## src/shared/acsr_pkg.sv

```systemverilog
// Constants for the accelerometer status and output register bank.
// Assumes a byte-wide register port fed by an external serial slave.
package acsr_pkg;
  // Register offsets
  localparam logic [7:0] OFS_SRC0   = 8'h00;
  localparam logic [7:0] OFS_SRC1   = 8'h01;
  localparam logic [7:0] OFS_STATUS = 8'h02;
  localparam logic [7:0] OFS_X_HI   = 8'h03;
  localparam logic [7:0] OFS_X_LO   = 8'h04;
  localparam logic [7:0] OFS_Y_HI   = 8'h05;
  localparam logic [7:0] OFS_Y_LO   = 8'h06;
  localparam logic [7:0] OFS_Z_HI   = 8'h07;
  localparam logic [7:0] OFS_Z_LO   = 8'h08;
  localparam logic [7:0] OFS_TEMP   = 8'h09;
  localparam logic [7:0] OFS_MASK0  = 8'h0a;
  localparam logic [7:0] OFS_MASK1  = 8'h0b;
  // Field positions
  localparam int         BIT_SOFT_RESET = 7;
  localparam int         BIT_READY      = 0;
  localparam int         BIT_CAL        = 4;
  localparam logic [7:0] SRC0_BITS      = 8'hcf;
  // Plane orientation codes
  localparam logic [1:0] XY_POS_X = 2'h0;
  localparam logic [1:0] XY_POS_Y = 2'h1;
  localparam logic [1:0] XY_NEG_X = 2'h2;
  localparam logic [1:0] XY_NEG_Y = 2'h3;
  // Debounce base count for code 00, doubled per code step
  localparam logic [7:0] DEBOUNCE_BASE = 8'h10;
  // 0.375g at 1024 counts per g
  localparam logic [11:0] TILT_THRESH_2G = 12'h180;
  // Reset values
  localparam logic [7:0] RST_BYTE   = 8'h00;
  localparam logic [1:0] RST_ORIENT = 2'h0;
  localparam logic [7:0] RST_COUNT  = 8'h00;
endpackage

```

## src/acsr_regs.sv

```systemverilog
// Status, orientation and output register bank of the accelerometer.
// Assumes the serial slave delivers byte reads and writes on a simple port
// and raises xfer_active_i for the whole of each transfer.
`timescale 1ns/1ns
`default_nettype none
module acsr_regs
  import acsr_pkg::*;
#(
  parameter logic [11:0] TILT_THRESH = TILT_THRESH_2G
) (
  // Clock and reset
  input  wire logic        sys_clk_i,
  input  wire logic        rst_i,
  // Register port from the serial slave
  input  wire logic [7:0]  reg_addr_i,
  input  wire logic        reg_wr_i,
  input  wire logic        reg_rd_i,
  input  wire logic [7:0]  reg_wdata_i,
  input  wire logic        xfer_active_i,
  output logic      [7:0]  reg_rdata_o,
  // Measurement path
  input  wire logic        meas_valid_i,
  input  wire logic [11:0] x_accel_i,
  input  wire logic [11:0] y_accel_i,
  input  wire logic [11:0] z_accel_i,
  input  wire logic [7:0]  temperature_value_i,
  input  wire logic        otp_done_i,
  input  wire logic [3:0]  shake_evt_i,
  input  wire logic [1:0]  orientation_debounce_count_i,
  // Outputs to pin and rest of device
  output logic             irq_pin_o,
  output logic             irq_pin_oe_n_o,
  output logic             soft_reset_o
);
  // Control state
  logic        srst_q, srst_d;
  logic        dev_rst;
  logic [7:0]  rdata_q, rdata_d;
  logic        irq_n_q, irq_n_d;
  logic [7:0]  src0_q, src0_d;
  logic        ready_q, ready_d;
  logic        cal_q, cal_d;
  logic [7:0]  mask0_q, mask0_d;
  logic        mask1_q, mask1_d;
  // Sample state
  logic        pend_q, pend_d;
  logic [11:0] px_q, px_d, py_q, py_d, pz_q, pz_d;
  logic [7:0]  pt_q, pt_d;
  logic [11:0] xo_q, xo_d, yo_q, yo_d, zo_q, zo_d;
  logic [7:0]  to_q, to_d;
  logic        take;
  logic [11:0] s_x, s_y, s_z;
  logic [7:0]  s_t;
  // Orientation state
  logic [1:0]  ixy_q, ixy_d, iz_q, iz_d;
  logic [1:0]  fxy_q, fxy_d, fz_q, fz_d;
  logic [3:0]  cand_q, cand_d;
  logic [7:0]  cnt_q, cnt_d;
  logic [7:0]  target;
  logic [11:0] ax, ay, big;
  logic        plane_ok;
  logic [1:0]  new_xy, new_z;
  logic        orient_upd;
  // Write decode
  logic        wr_src0, wr_src1;

  // Soft reset covers everything except the register port and itself
  assign dev_rst = rst_i | srst_q;
  assign wr_src0 = reg_wr_i & (reg_addr_i == OFS_SRC0);
  assign wr_src1 = reg_wr_i & (reg_addr_i == OFS_SRC1);

  // Soft reset request, held for the rest of the carrying transfer
  always_comb begin
    srst_d = srst_q;
    if (wr_src1 && reg_wdata_i[BIT_SOFT_RESET]) begin
      srst_d = 1'b1;
    end else if (!xfer_active_i) begin
      srst_d = 1'b0;
    end
  end

  always_ff @(posedge sys_clk_i) begin
    if (rst_i) begin
      srst_q <= 1'b0;
    end else begin
      srst_q <= srst_d;
    end
  end

  // Sample parking: a sample arriving mid-transfer waits for its end,
  // so a burst read of high and low bytes never straddles two samples
  always_comb begin
    pend_d = pend_q;
    px_d   = px_q;
    py_d   = py_q;
    pz_d   = pz_q;
    pt_d   = pt_q;
    xo_d   = xo_q;
    yo_d   = yo_q;
    zo_d   = zo_q;
    to_d   = to_q;
    if (meas_valid_i) begin
      px_d = x_accel_i;
      py_d = y_accel_i;
      pz_d = z_accel_i;
      pt_d = temperature_value_i;
    end
    take   = !xfer_active_i && (meas_valid_i || pend_q);
    s_x    = meas_valid_i ? x_accel_i : px_q;
    s_y    = meas_valid_i ? y_accel_i : py_q;
    s_z    = meas_valid_i ? z_accel_i : pz_q;
    s_t    = meas_valid_i ? temperature_value_i : pt_q;
    pend_d = xfer_active_i && (pend_q || meas_valid_i);
    if (take) begin
      xo_d = s_x;
      yo_d = s_y;
      zo_d = s_z;
      to_d = s_t;
    end
  end

  always_ff @(posedge sys_clk_i) begin
    if (dev_rst) begin
      pend_q <= 1'b0;
      px_q   <= 12'h000;
      py_q   <= 12'h000;
      pz_q   <= 12'h000;
      pt_q   <= RST_BYTE;
      xo_q   <= 12'h000;
      yo_q   <= 12'h000;
      zo_q   <= 12'h000;
      to_q   <= RST_BYTE;
    end else begin
      pend_q <= pend_d;
      px_q   <= px_d;
      py_q   <= py_d;
      pz_q   <= pz_d;
      pt_q   <= pt_d;
      xo_q   <= xo_d;
      yo_q   <= yo_d;
      zo_q   <= zo_d;
      to_q   <= to_d;
    end
  end

  // Orientation: instant decode and consecutive-reading debounce.
  // One reading per published sample; the sample rate sets the time base.
  always_comb begin
    ax       = s_x[11] ? 12'(-s_x) : s_x; // -2048 gives 0x800, still right unsigned
    ay       = s_y[11] ? 12'(-s_y) : s_y;
    big      = (ax >= ay) ? ax : ay;
    plane_ok = big > TILT_THRESH;
    if (!plane_ok) begin
      new_xy = ixy_q;
    end else if (ax >= ay) begin
      new_xy = s_x[11] ? XY_NEG_X : XY_POS_X;
    end else begin
      new_xy = s_y[11] ? XY_NEG_Y : XY_POS_Y;
    end
    new_z      = {~plane_ok, s_z[11]};
    target     = 8'(DEBOUNCE_BASE << orientation_debounce_count_i);
    ixy_d      = ixy_q;
    iz_d       = iz_q;
    fxy_d      = fxy_q;
    fz_d       = fz_q;
    cand_d     = cand_q;
    cnt_d      = cnt_q;
    orient_upd = 1'b0;
    if (take) begin
      ixy_d = new_xy;
      iz_d  = new_z;
      if ({new_z, new_xy} == {fz_q, fxy_q}) begin
        cnt_d  = RST_COUNT;
        cand_d = {new_z, new_xy};
      end else if ({new_z, new_xy} == cand_q) begin
        cnt_d = 8'(cnt_q + 8'h01);
        if (cnt_d >= target) begin
          orient_upd = 1'b1;
          cnt_d      = RST_COUNT;
          fz_d       = new_z;
          fxy_d      = new_z[1] ? fxy_q : new_xy;
        end
      end else begin
        cand_d = {new_z, new_xy};
        cnt_d  = 8'h01;
      end
    end
  end

  always_ff @(posedge sys_clk_i) begin
    if (dev_rst) begin
      ixy_q  <= RST_ORIENT;
      iz_q   <= RST_ORIENT;
      fxy_q  <= RST_ORIENT;
      fz_q   <= RST_ORIENT;
      cand_q <= {RST_ORIENT, RST_ORIENT};
      cnt_q  <= RST_COUNT;
    end else begin
      ixy_q  <= ixy_d;
      iz_q   <= iz_d;
      fxy_q  <= fxy_d;
      fz_q   <= fz_d;
      cand_q <= cand_d;
      cnt_q  <= cnt_d;
    end
  end

  // Sources, masks, calibration flag and interrupt pin.
  // Clear strobes are never stored, so they self-clear after one write.
  always_comb begin
    src0_d = src0_q & ~(wr_src0 ? (reg_wdata_i & SRC0_BITS) : RST_BYTE);
    src0_d = src0_d | {orient_upd && (fz_d != fz_q),
                       orient_upd && (fxy_d != fxy_q), 2'h0, shake_evt_i};
    ready_d = (ready_q && !(wr_src1 && reg_wdata_i[BIT_READY])) || take;
    cal_d   = cal_q || otp_done_i;
    mask0_d = mask0_q;
    mask1_d = mask1_q;
    if (reg_wr_i && reg_addr_i == OFS_MASK0) begin
      mask0_d = reg_wdata_i & SRC0_BITS;
    end
    if (reg_wr_i && reg_addr_i == OFS_MASK1) begin
      mask1_d = reg_wdata_i[BIT_READY];
    end
    irq_n_d = !((|(src0_q & mask0_q)) || (ready_q && mask1_q));
  end

  always_ff @(posedge sys_clk_i) begin
    if (dev_rst) begin
      src0_q  <= RST_BYTE;
      ready_q <= 1'b0;
      cal_q   <= 1'b0;
      mask0_q <= RST_BYTE;
      mask1_q <= 1'b0;
      irq_n_q <= 1'b1;
    end else begin
      src0_q  <= src0_d;
      ready_q <= ready_d;
      cal_q   <= cal_d;
      mask0_q <= mask0_d;
      mask1_q <= mask1_d;
      irq_n_q <= irq_n_d;
    end
  end

  // Read data, registered one cycle after the strobe; masks read as zero
  always_comb begin
    rdata_d = rdata_q;
    if (reg_rd_i) begin
      unique case (reg_addr_i)
        OFS_SRC0:   rdata_d = src0_q;
        OFS_SRC1:   rdata_d = {fz_q, fxy_q, 3'h0, ready_q};
        OFS_STATUS: rdata_d = {3'h0, cal_q, iz_q, ixy_q};
        OFS_X_HI:   rdata_d = xo_q[11:4];
        OFS_X_LO:   rdata_d = {xo_q[3:0], 4'h0};
        OFS_Y_HI:   rdata_d = yo_q[11:4];
        OFS_Y_LO:   rdata_d = {yo_q[3:0], 4'h0};
        OFS_Z_HI:   rdata_d = zo_q[11:4];
        OFS_Z_LO:   rdata_d = {zo_q[3:0], 4'h0};
        OFS_TEMP:   rdata_d = to_q;
        default:    rdata_d = RST_BYTE;
      endcase
    end
  end

  // Read path stays alive through soft reset so the transfer completes
  always_ff @(posedge sys_clk_i) begin
    if (rst_i) begin
      rdata_q <= RST_BYTE;
    end else begin
      rdata_q <= rdata_d;
    end
  end

  assign reg_rdata_o    = rdata_q;
  assign irq_pin_o      = 1'b0; // Open drain only ever pulls low
  assign irq_pin_oe_n_o = irq_n_q; // Flop holds the active-low level, no gate after it
  assign soft_reset_o   = srst_q;
endmodule
`default_nettype wire

```

## config.mk

```make
export PLATFORM = sky130hd
export DESIGN_NAME = acsr_regs
export DESIGN_NICKNAME = d
export VERILOG_FILES = /design/src/shared/acsr_pkg.sv /design/src/acsr_regs.sv
export SDC_FILE = /design/constraint.sdc
export NUM_CORES = 1
export LEC_CHECK = 0
export ABC_CLOCK_PERIOD_IN_PS = 9120
export BUFFER_PORTS_ARGS = -buffer_cell sky130_fd_sc_hd__buf_2
export CAP_MARGIN = 0
export CORE_MARGIN = 3
export CORE_UTILIZATION = 55
export CTS_BUF_LIST = sky130_fd_sc_hd__clkbuf_4 sky130_fd_sc_hd__clkbuf_8
export CTS_CLUSTER_DIAMETER = 100
export DETAILED_ROUTE_END_ITERATION = 12
export PLACE_DENSITY = 0.76
export SETUP_SLACK_MARGIN = 0.4
export SYNTH_ARGS = -nofsm -noshare
export SYNTH_HDL_FRONTEND = slang
export SYNTH_SLANG_ARGS = --single-unit
```

## constraint.sdc

```tcl
create_clock -name sys_clk_i -period 9.12 [get_ports sys_clk_i]
set_input_delay 1.368 -clock sys_clk_i [delete_from_list [all_inputs] [get_ports sys_clk_i]]
set_output_delay 1.368 -clock sys_clk_i [all_outputs]
set_load 0.005 [all_outputs]
```

### Yosys cells after proc, flatten, opt, wreduce, memory -nomap -nowiden

Cells that the tools add are included.

| storage, ports and cells | value |
|---|---|
| flip-flop bits (word level) | 136 |
| input bits | 73 |
| output and inout port bits | 11 |
| logic and storage cells | 108 |

| cells by class | value |
|---|---|
| $add $sub $neg | 3 |
| $lt $le $gt $ge | 3 |
| equal/unequal tests | 17 |
| shift operators | 1 |
| mux-type cells | 33 |
| bitwise operators | 8 |
| reduce and logical (&&, ||, !) cells | 20 |

Operators with widths:

| kind | count |
|---|---|
| 8-bit one-hot mux with 10 select lines | 1 |
| 12-bit 2-to-1 mux | 6 |
| 8-bit 2-to-1 mux | 5 |
| 8-bit by 3-bit == test with 1-bit output (second input constant) | 4 |
| 8-bit by 4-bit == test with 1-bit output (second input constant) | 4 |
| 2-bit 2-to-1 mux | 13 |
| 12-bit negation | 2 |
| 8-bit bitwise AND | 2 |
| 8-bit by 2-bit == test with 1-bit output (second input constant) | 2 |
| 12-bit >= comparator | 1 |
| 12-bit by 9-bit > comparator with 1-bit output (second input constant) | 1 |
| 1-bit logical AND | 10 |
| 8-bit by 1-bit adder with 8-bit output (second input constant) | 1 |
| 4-bit == test | 2 |
| 8-bit by 1-bit == test with 1-bit output (second input constant) | 1 |
| 8-bit >= comparator | 1 |
| 8-bit logical NOT | 1 |
| 4-bit 2-to-1 mux | 2 |
| 8-bit inverter | 1 |
| 8-bit OR | 1 |
| 8-bit OR reduction | 1 |
| 5-bit by 2-bit left shift with 8-bit output (first input constant) | 1 |
| 1-bit 2-to-1 mux | 6 |
| 1-bit logical OR | 4 |
| 8 further kinds | 12 |

### Longest topological paths before layout

| depth | value |
|---|---|
| word-level depth | 15 |
| mapped depth | 25 |

### Least setup slack after synthesis

No wires, ideal clock.

| timing | value |
|---|---|
| path kind | input to register |
| from | in meas_valid_i |
| to | reg cand_q[3] |
| setup time | 70 ps |
| arrival time | 6264 ps |
| data required time | 9050 ps |
| slack | 2785 ps |
| stages on the path | 22 |
| path buffers | 5 |
| path through | buf_6 buf_6 buf_8 buf_8 buf_8 mux2i_1 ha_1 nor4bb_1 o22a_1 a31o_1 xnor2_1 ha_1 and4_1 a221o_1 a31oi_4 mux2i_1 xnor2_1 nand3_1 mux2_4 a221o_1 or3_1 a21oi_1 |

| on the way | value |
|---|---|
| longest elaborated chain between the ends | 10 |
| elaborated cells between the ends (all ways) | 23 |

RTL lines:

| what | RTL line | source |
|---|---|---|
| from (decl) | acsr_regs.sv:22 | `input wire logic meas_valid_i,` |
| 12-bit 2-to-1 mux (on tied branches) | acsr_regs.sv:109, acsr_regs.sv:110 |  |
| 12-bit negation (on tied branches) | acsr_regs.sv:149, acsr_regs.sv:150 |  |
| 12-bit 2-to-1 mux (on tied branches) | acsr_regs.sv:149, acsr_regs.sv:150 |  |
| 12-bit >= comparator | acsr_regs.sv:151, acsr_regs.sv:155 |  |
| 12-bit 2-to-1 mux | acsr_regs.sv:151 | `big = (ax >= ay) ? ax : ay;` |
| 12-bit by 9-bit > comparator with 1-bit output | acsr_regs.sv:152 | `plane_ok = big > TILT_THRESH;` |
| 2-bit 2-to-1 mux / 1-bit inverter (equally long branches) | acsr_regs.sv:153, acsr_regs.sv:160 |  |
| 4-bit == test (on tied branches) | acsr_regs.sv:172, acsr_regs.sv:175 |  |
| 2-bit inequality test (no source line) | n/a |  |
| 2-bit AND reduction (no source line) | n/a |  |
| to (signal assigned) | acsr_regs.sv:196 | `cand_q <= {RST_ORIENT, RST_ORIENT};` |
| to (signal assigned) | acsr_regs.sv:203 | `cand_q <= cand_d;` |
| to (decl) | acsr_regs.sv:57 | `logic [3:0] cand_q, cand_d;` |

Several ways; a longest one is shown, not always the timed one. The select of a mux whose other input is x is not followed.
A chain may end at the register's enable or synchronous reset.

### Worst setup path after layout

| timing | value |
|---|---|
| from | in meas_valid_i |
| to | reg cnt_q[5] |

| on the way | value |
|---|---|
| longest elaborated chain between the ends | 10 |
| elaborated cells between the ends (all ways) | 21 |

RTL lines:

| what | RTL line | source |
|---|---|---|
| 12-bit 2-to-1 mux (on tied branches) | acsr_regs.sv:109, acsr_regs.sv:110 |  |
| 12-bit negation (on tied branches) | acsr_regs.sv:149, acsr_regs.sv:150 |  |
| 12-bit 2-to-1 mux (on tied branches) | acsr_regs.sv:149, acsr_regs.sv:150 |  |
| 12-bit >= comparator | acsr_regs.sv:151, acsr_regs.sv:155 |  |
| 12-bit 2-to-1 mux | acsr_regs.sv:151 |  |
| 12-bit by 9-bit > comparator with 1-bit output | acsr_regs.sv:152 |  |
| 2-bit 2-to-1 mux / 1-bit inverter (equally long branches) | acsr_regs.sv:153, acsr_regs.sv:160 |  |
| 4-bit == test | acsr_regs.sv:175 | `end else if ({new_z, new_xy} == cand_q) begin` |
| 8-bit 2-to-1 mux | acsr_regs.sv:175 |  |
| 8-bit 2-to-1 mux | acsr_regs.sv:172 | `if ({new_z, new_xy} == {fz_q, fxy_q}) begin` |
| to (signal assigned) | acsr_regs.sv:204 | `cnt_q <= cnt_d;` |
| to (decl) | acsr_regs.sv:58 | `logic [7:0] cnt_q, cnt_d;` |

Several ways; a longest one is shown, not always the timed one.

==> out/summary.txt <==
CP arrival - 7450 ps
PortBufs - 80
final setup fails - 0
Worst VDD drop - 0.000114 V
Crit Path Max Fanout - 43
unrepaired setup endpoints after global routing - no
Critical Path RT - 9520 ps
largest net degree at the start of global routing - 118
drt via density - 5.87
Synth Cell Area - 7050 µm²
Post-synth ARST share - 0%
ratio of cells with drive above 1 in the final layout - 20.1%
outcome - complete, no violations
crit end category - register
EDFF count, synth - 0
DRC - 0
Mapped Cells - 775
FF+latch count, synth - 133
post-CTS resize count - 0
CTS tree - done
hold depth - 2
Die Span X - 119 µm
initial antenna violation count - 0
WL final - 16,400 µm
Area growth, synth to finish - 10.9%
clock-pin slew on the worst setup and hold paths - 90 ps
number of buffers created by CTS - 17
Post-Route Utilization - 63.8%
first-pass GRT wire length - 27,200 µm
worst-margin pin slew - 1220 ps
Sum Neg Setup Slack - 0 ps
gr ovfl total - 0
row count - 40
starting DRC count in detailed routing - 346
clock skew - 14.6 ps
Slew headroom - 18.6%
Max Buffers Root-to-Sink - 2
postcts setup bufs - 0
detailed-route via count - 5,918
CTS Hold Bufs - 0
Power Density - 185 nW/µm²
antenna-violating nets left - 0
Hold WC Path Type - register to register
Root Buffer - clkbuf_8
R2R depth - 17
Worst Path Class, Setup - input pin to register
First-pass DRT Iterations - 5
GRT Total Usage - 23.4%
multi-input logic area - 4110 µm²
critical path launch point type - input pin
n_diodes - 0
die footprint - 14,200 µm²
RePlAce Congestion - 0.900
hpwl dp - 11,900 µm
vias in the first global route - 5,671
Seq/Total Area, Yosys - 37.8%
leakage power - 3.10 nW
final slew viol count - 0
syn_area_per_cell - 9.10 µm²
drt wl/cell - 16.3 µm
IO Count - 84
CORE AREA - 12,300 µm²
syn nets - 868
Max-cap violations - 0
post-layout min period - 7050 ps
Tcrit/Tclk final - 77.3%
DIE HEIGHT - 119 µm
Storage cell area - 2660 µm²
initial core utilization - 57.5%
Yosys Warn Count - 0
synth unique cells - 77
Achievable Freq - 142 MHz
clk sinks - 133
H-tree depth - 4
clock latency on the worst-skew pair - 460 ps
final hold vios - 0
Final #Nets - 920
Fill cells - 1,020
Main synth FF type - dfxtp_1
==> final cells by class <==
type	count	area share (%)
inverters	7	0.336
repair buffers	83	5.44
clock buffers	19	3.34
multi-input cells	585	52.6
flip-flops and latches	133	34.0
clock inverters	13	1.61
well taps	168	2.69
==> layer usage <==
| metal | vias to the layer above | GRT usage (%) | share of wire, % |
|---|---|---|---|
| li1 | 2930 | - | - |
| met5 | - | 0 | 0 |
| met4 | 0 | 10.6 | 2.7 |
| met3 | 34 | 4.75 | 4.5 |
| met1 | 2781 | 29.7 | 44 |
| met2 | 173 | 38.3 | 49 |
==> registers in the layout (all words and copies together), names as in the netlist, 4 cells and up <==
name         cells
pz_q            12
py_q            12
px_q            12
src0_q           6
zo_q            11
mask0_q          6
cnt_q            8
yo_q            12
cand_q           4
reg_rdata_o      8
pt_q             8
xo_q            12
to_q             8
==> cells in the mapped netlist (5+ instances only) <==
cell | number | share of area, %
a211oi_1 | 48 | 5.1
a21o_1 | 7 | 0.75
a21oi_1 | 36 | 2.6
a22oi_1 | 7 | 0.75
a32oi_1 | 9 | 1.1
buf_1 | 10 | 0.53
clkbuf_1 | 29 | 1.5
dfxtp_1 | 133 | 38
ha_1 | 20 | 3.5
inv_1 | 7 | 0.37
mux2_2 | 14 | 2.2
mux2i_1 | 56 | 7.9
mux4_2 | 5 | 1.6
nand2_1 | 43 | 2.3
nand2b_1 | 8 | 0.71
nand3_1 | 23 | 1.6
nand4_1 | 11 | 0.98
nor2_1 | 138 | 7.3
nor2b_1 | 6 | 0.53
nor3_1 | 19 | 1.3
nor3b_1 | 8 | 0.85
o21ai_0 | 13 | 0.92
xnor2_1 | 17 | 2.1
xor2_1 | 13 | 1.6
==> layout by cell type (no fill, tap or decap), drive strengths merged, types with 5 or more instances in the layout <==
cell    count
mux2       15
mux2i      62
nor3b       8
a32oi       9
clkbuf     19
xor2       13
xnor2      17
nand3      23
mux4        5
nor2b       6
nand2      43
clkinv      7
nor3       20
buf        83
nand2b      8
a21oi      39
dfxtp     133
a22oi       7
nand4      11
nor2      139
a21o        7
a211oi     50
ha         20
inv         9
o21ai      17
==> metrics by stage <==
stage / setup WS [ps] / hold WS [ps] / instance area (µm²) / instances / total power, mW
finish: 2070 / 466 / 7830 / 1008 / 1.45
global route: 1730 / 503 / 7830 / 1008 / 1.52
CTS: 2140 / 469 / 7830 / 1008 / 1.45
detailed placement: 1660 / 456 / 7440 / 976 / 0.977
global placement: 1780 / 446 / 7440 / 976 / 0.962
floorplan: 2790 / 434 / 7050 / 775 / 0.907
==> logic make-up after synthesis <==
kind of cell,after synthesis,synth area share [%]
other cells,1,0.0532
mux,82,13.4
flops,133,37.8
fa+ha+maj,20,3.55
simple gates,289,19.9
buf+inv,57,4.08
xor+xnor,30,3.73
compound gates,163,17.6
==> power breakdown <==
group          leakage, nW  internal (mW)  switching [mW]
combinational         1.82          0.138           0.192
clock                0.190          0.233           0.244
sequential            1.09          0.615          0.0230
total                 3.10          0.986           0.460
==> final timing paths <==
check                           slack (ps)        to         start
worst min register to register         470   iz_q[1]       iz_q[1]
worst max register to register        3450  cnt_q[5]       py_q[0]
worst max-delay path                  2070  cnt_q[5]  meas_valid_i
worst min-delay path                   470   iz_q[1]       iz_q[1]
==> critical path: stages <==
cell	delay (ps)
buf_4	450
buf_4	580
mux2i_1	550
ha_1	340
o211ai_2	130
o31ai_2	300
xor2_1	250
ha_1	290
and4_1	200
a221o_1	360
a31oi_4	360
and3b_1	250
a22o_1	250
nor2_2	460
mux2_4	380
nor3_1	580
nand4b_1	180
nand3_1	120
No activity file was read; power rests on OpenSTA's default activity.
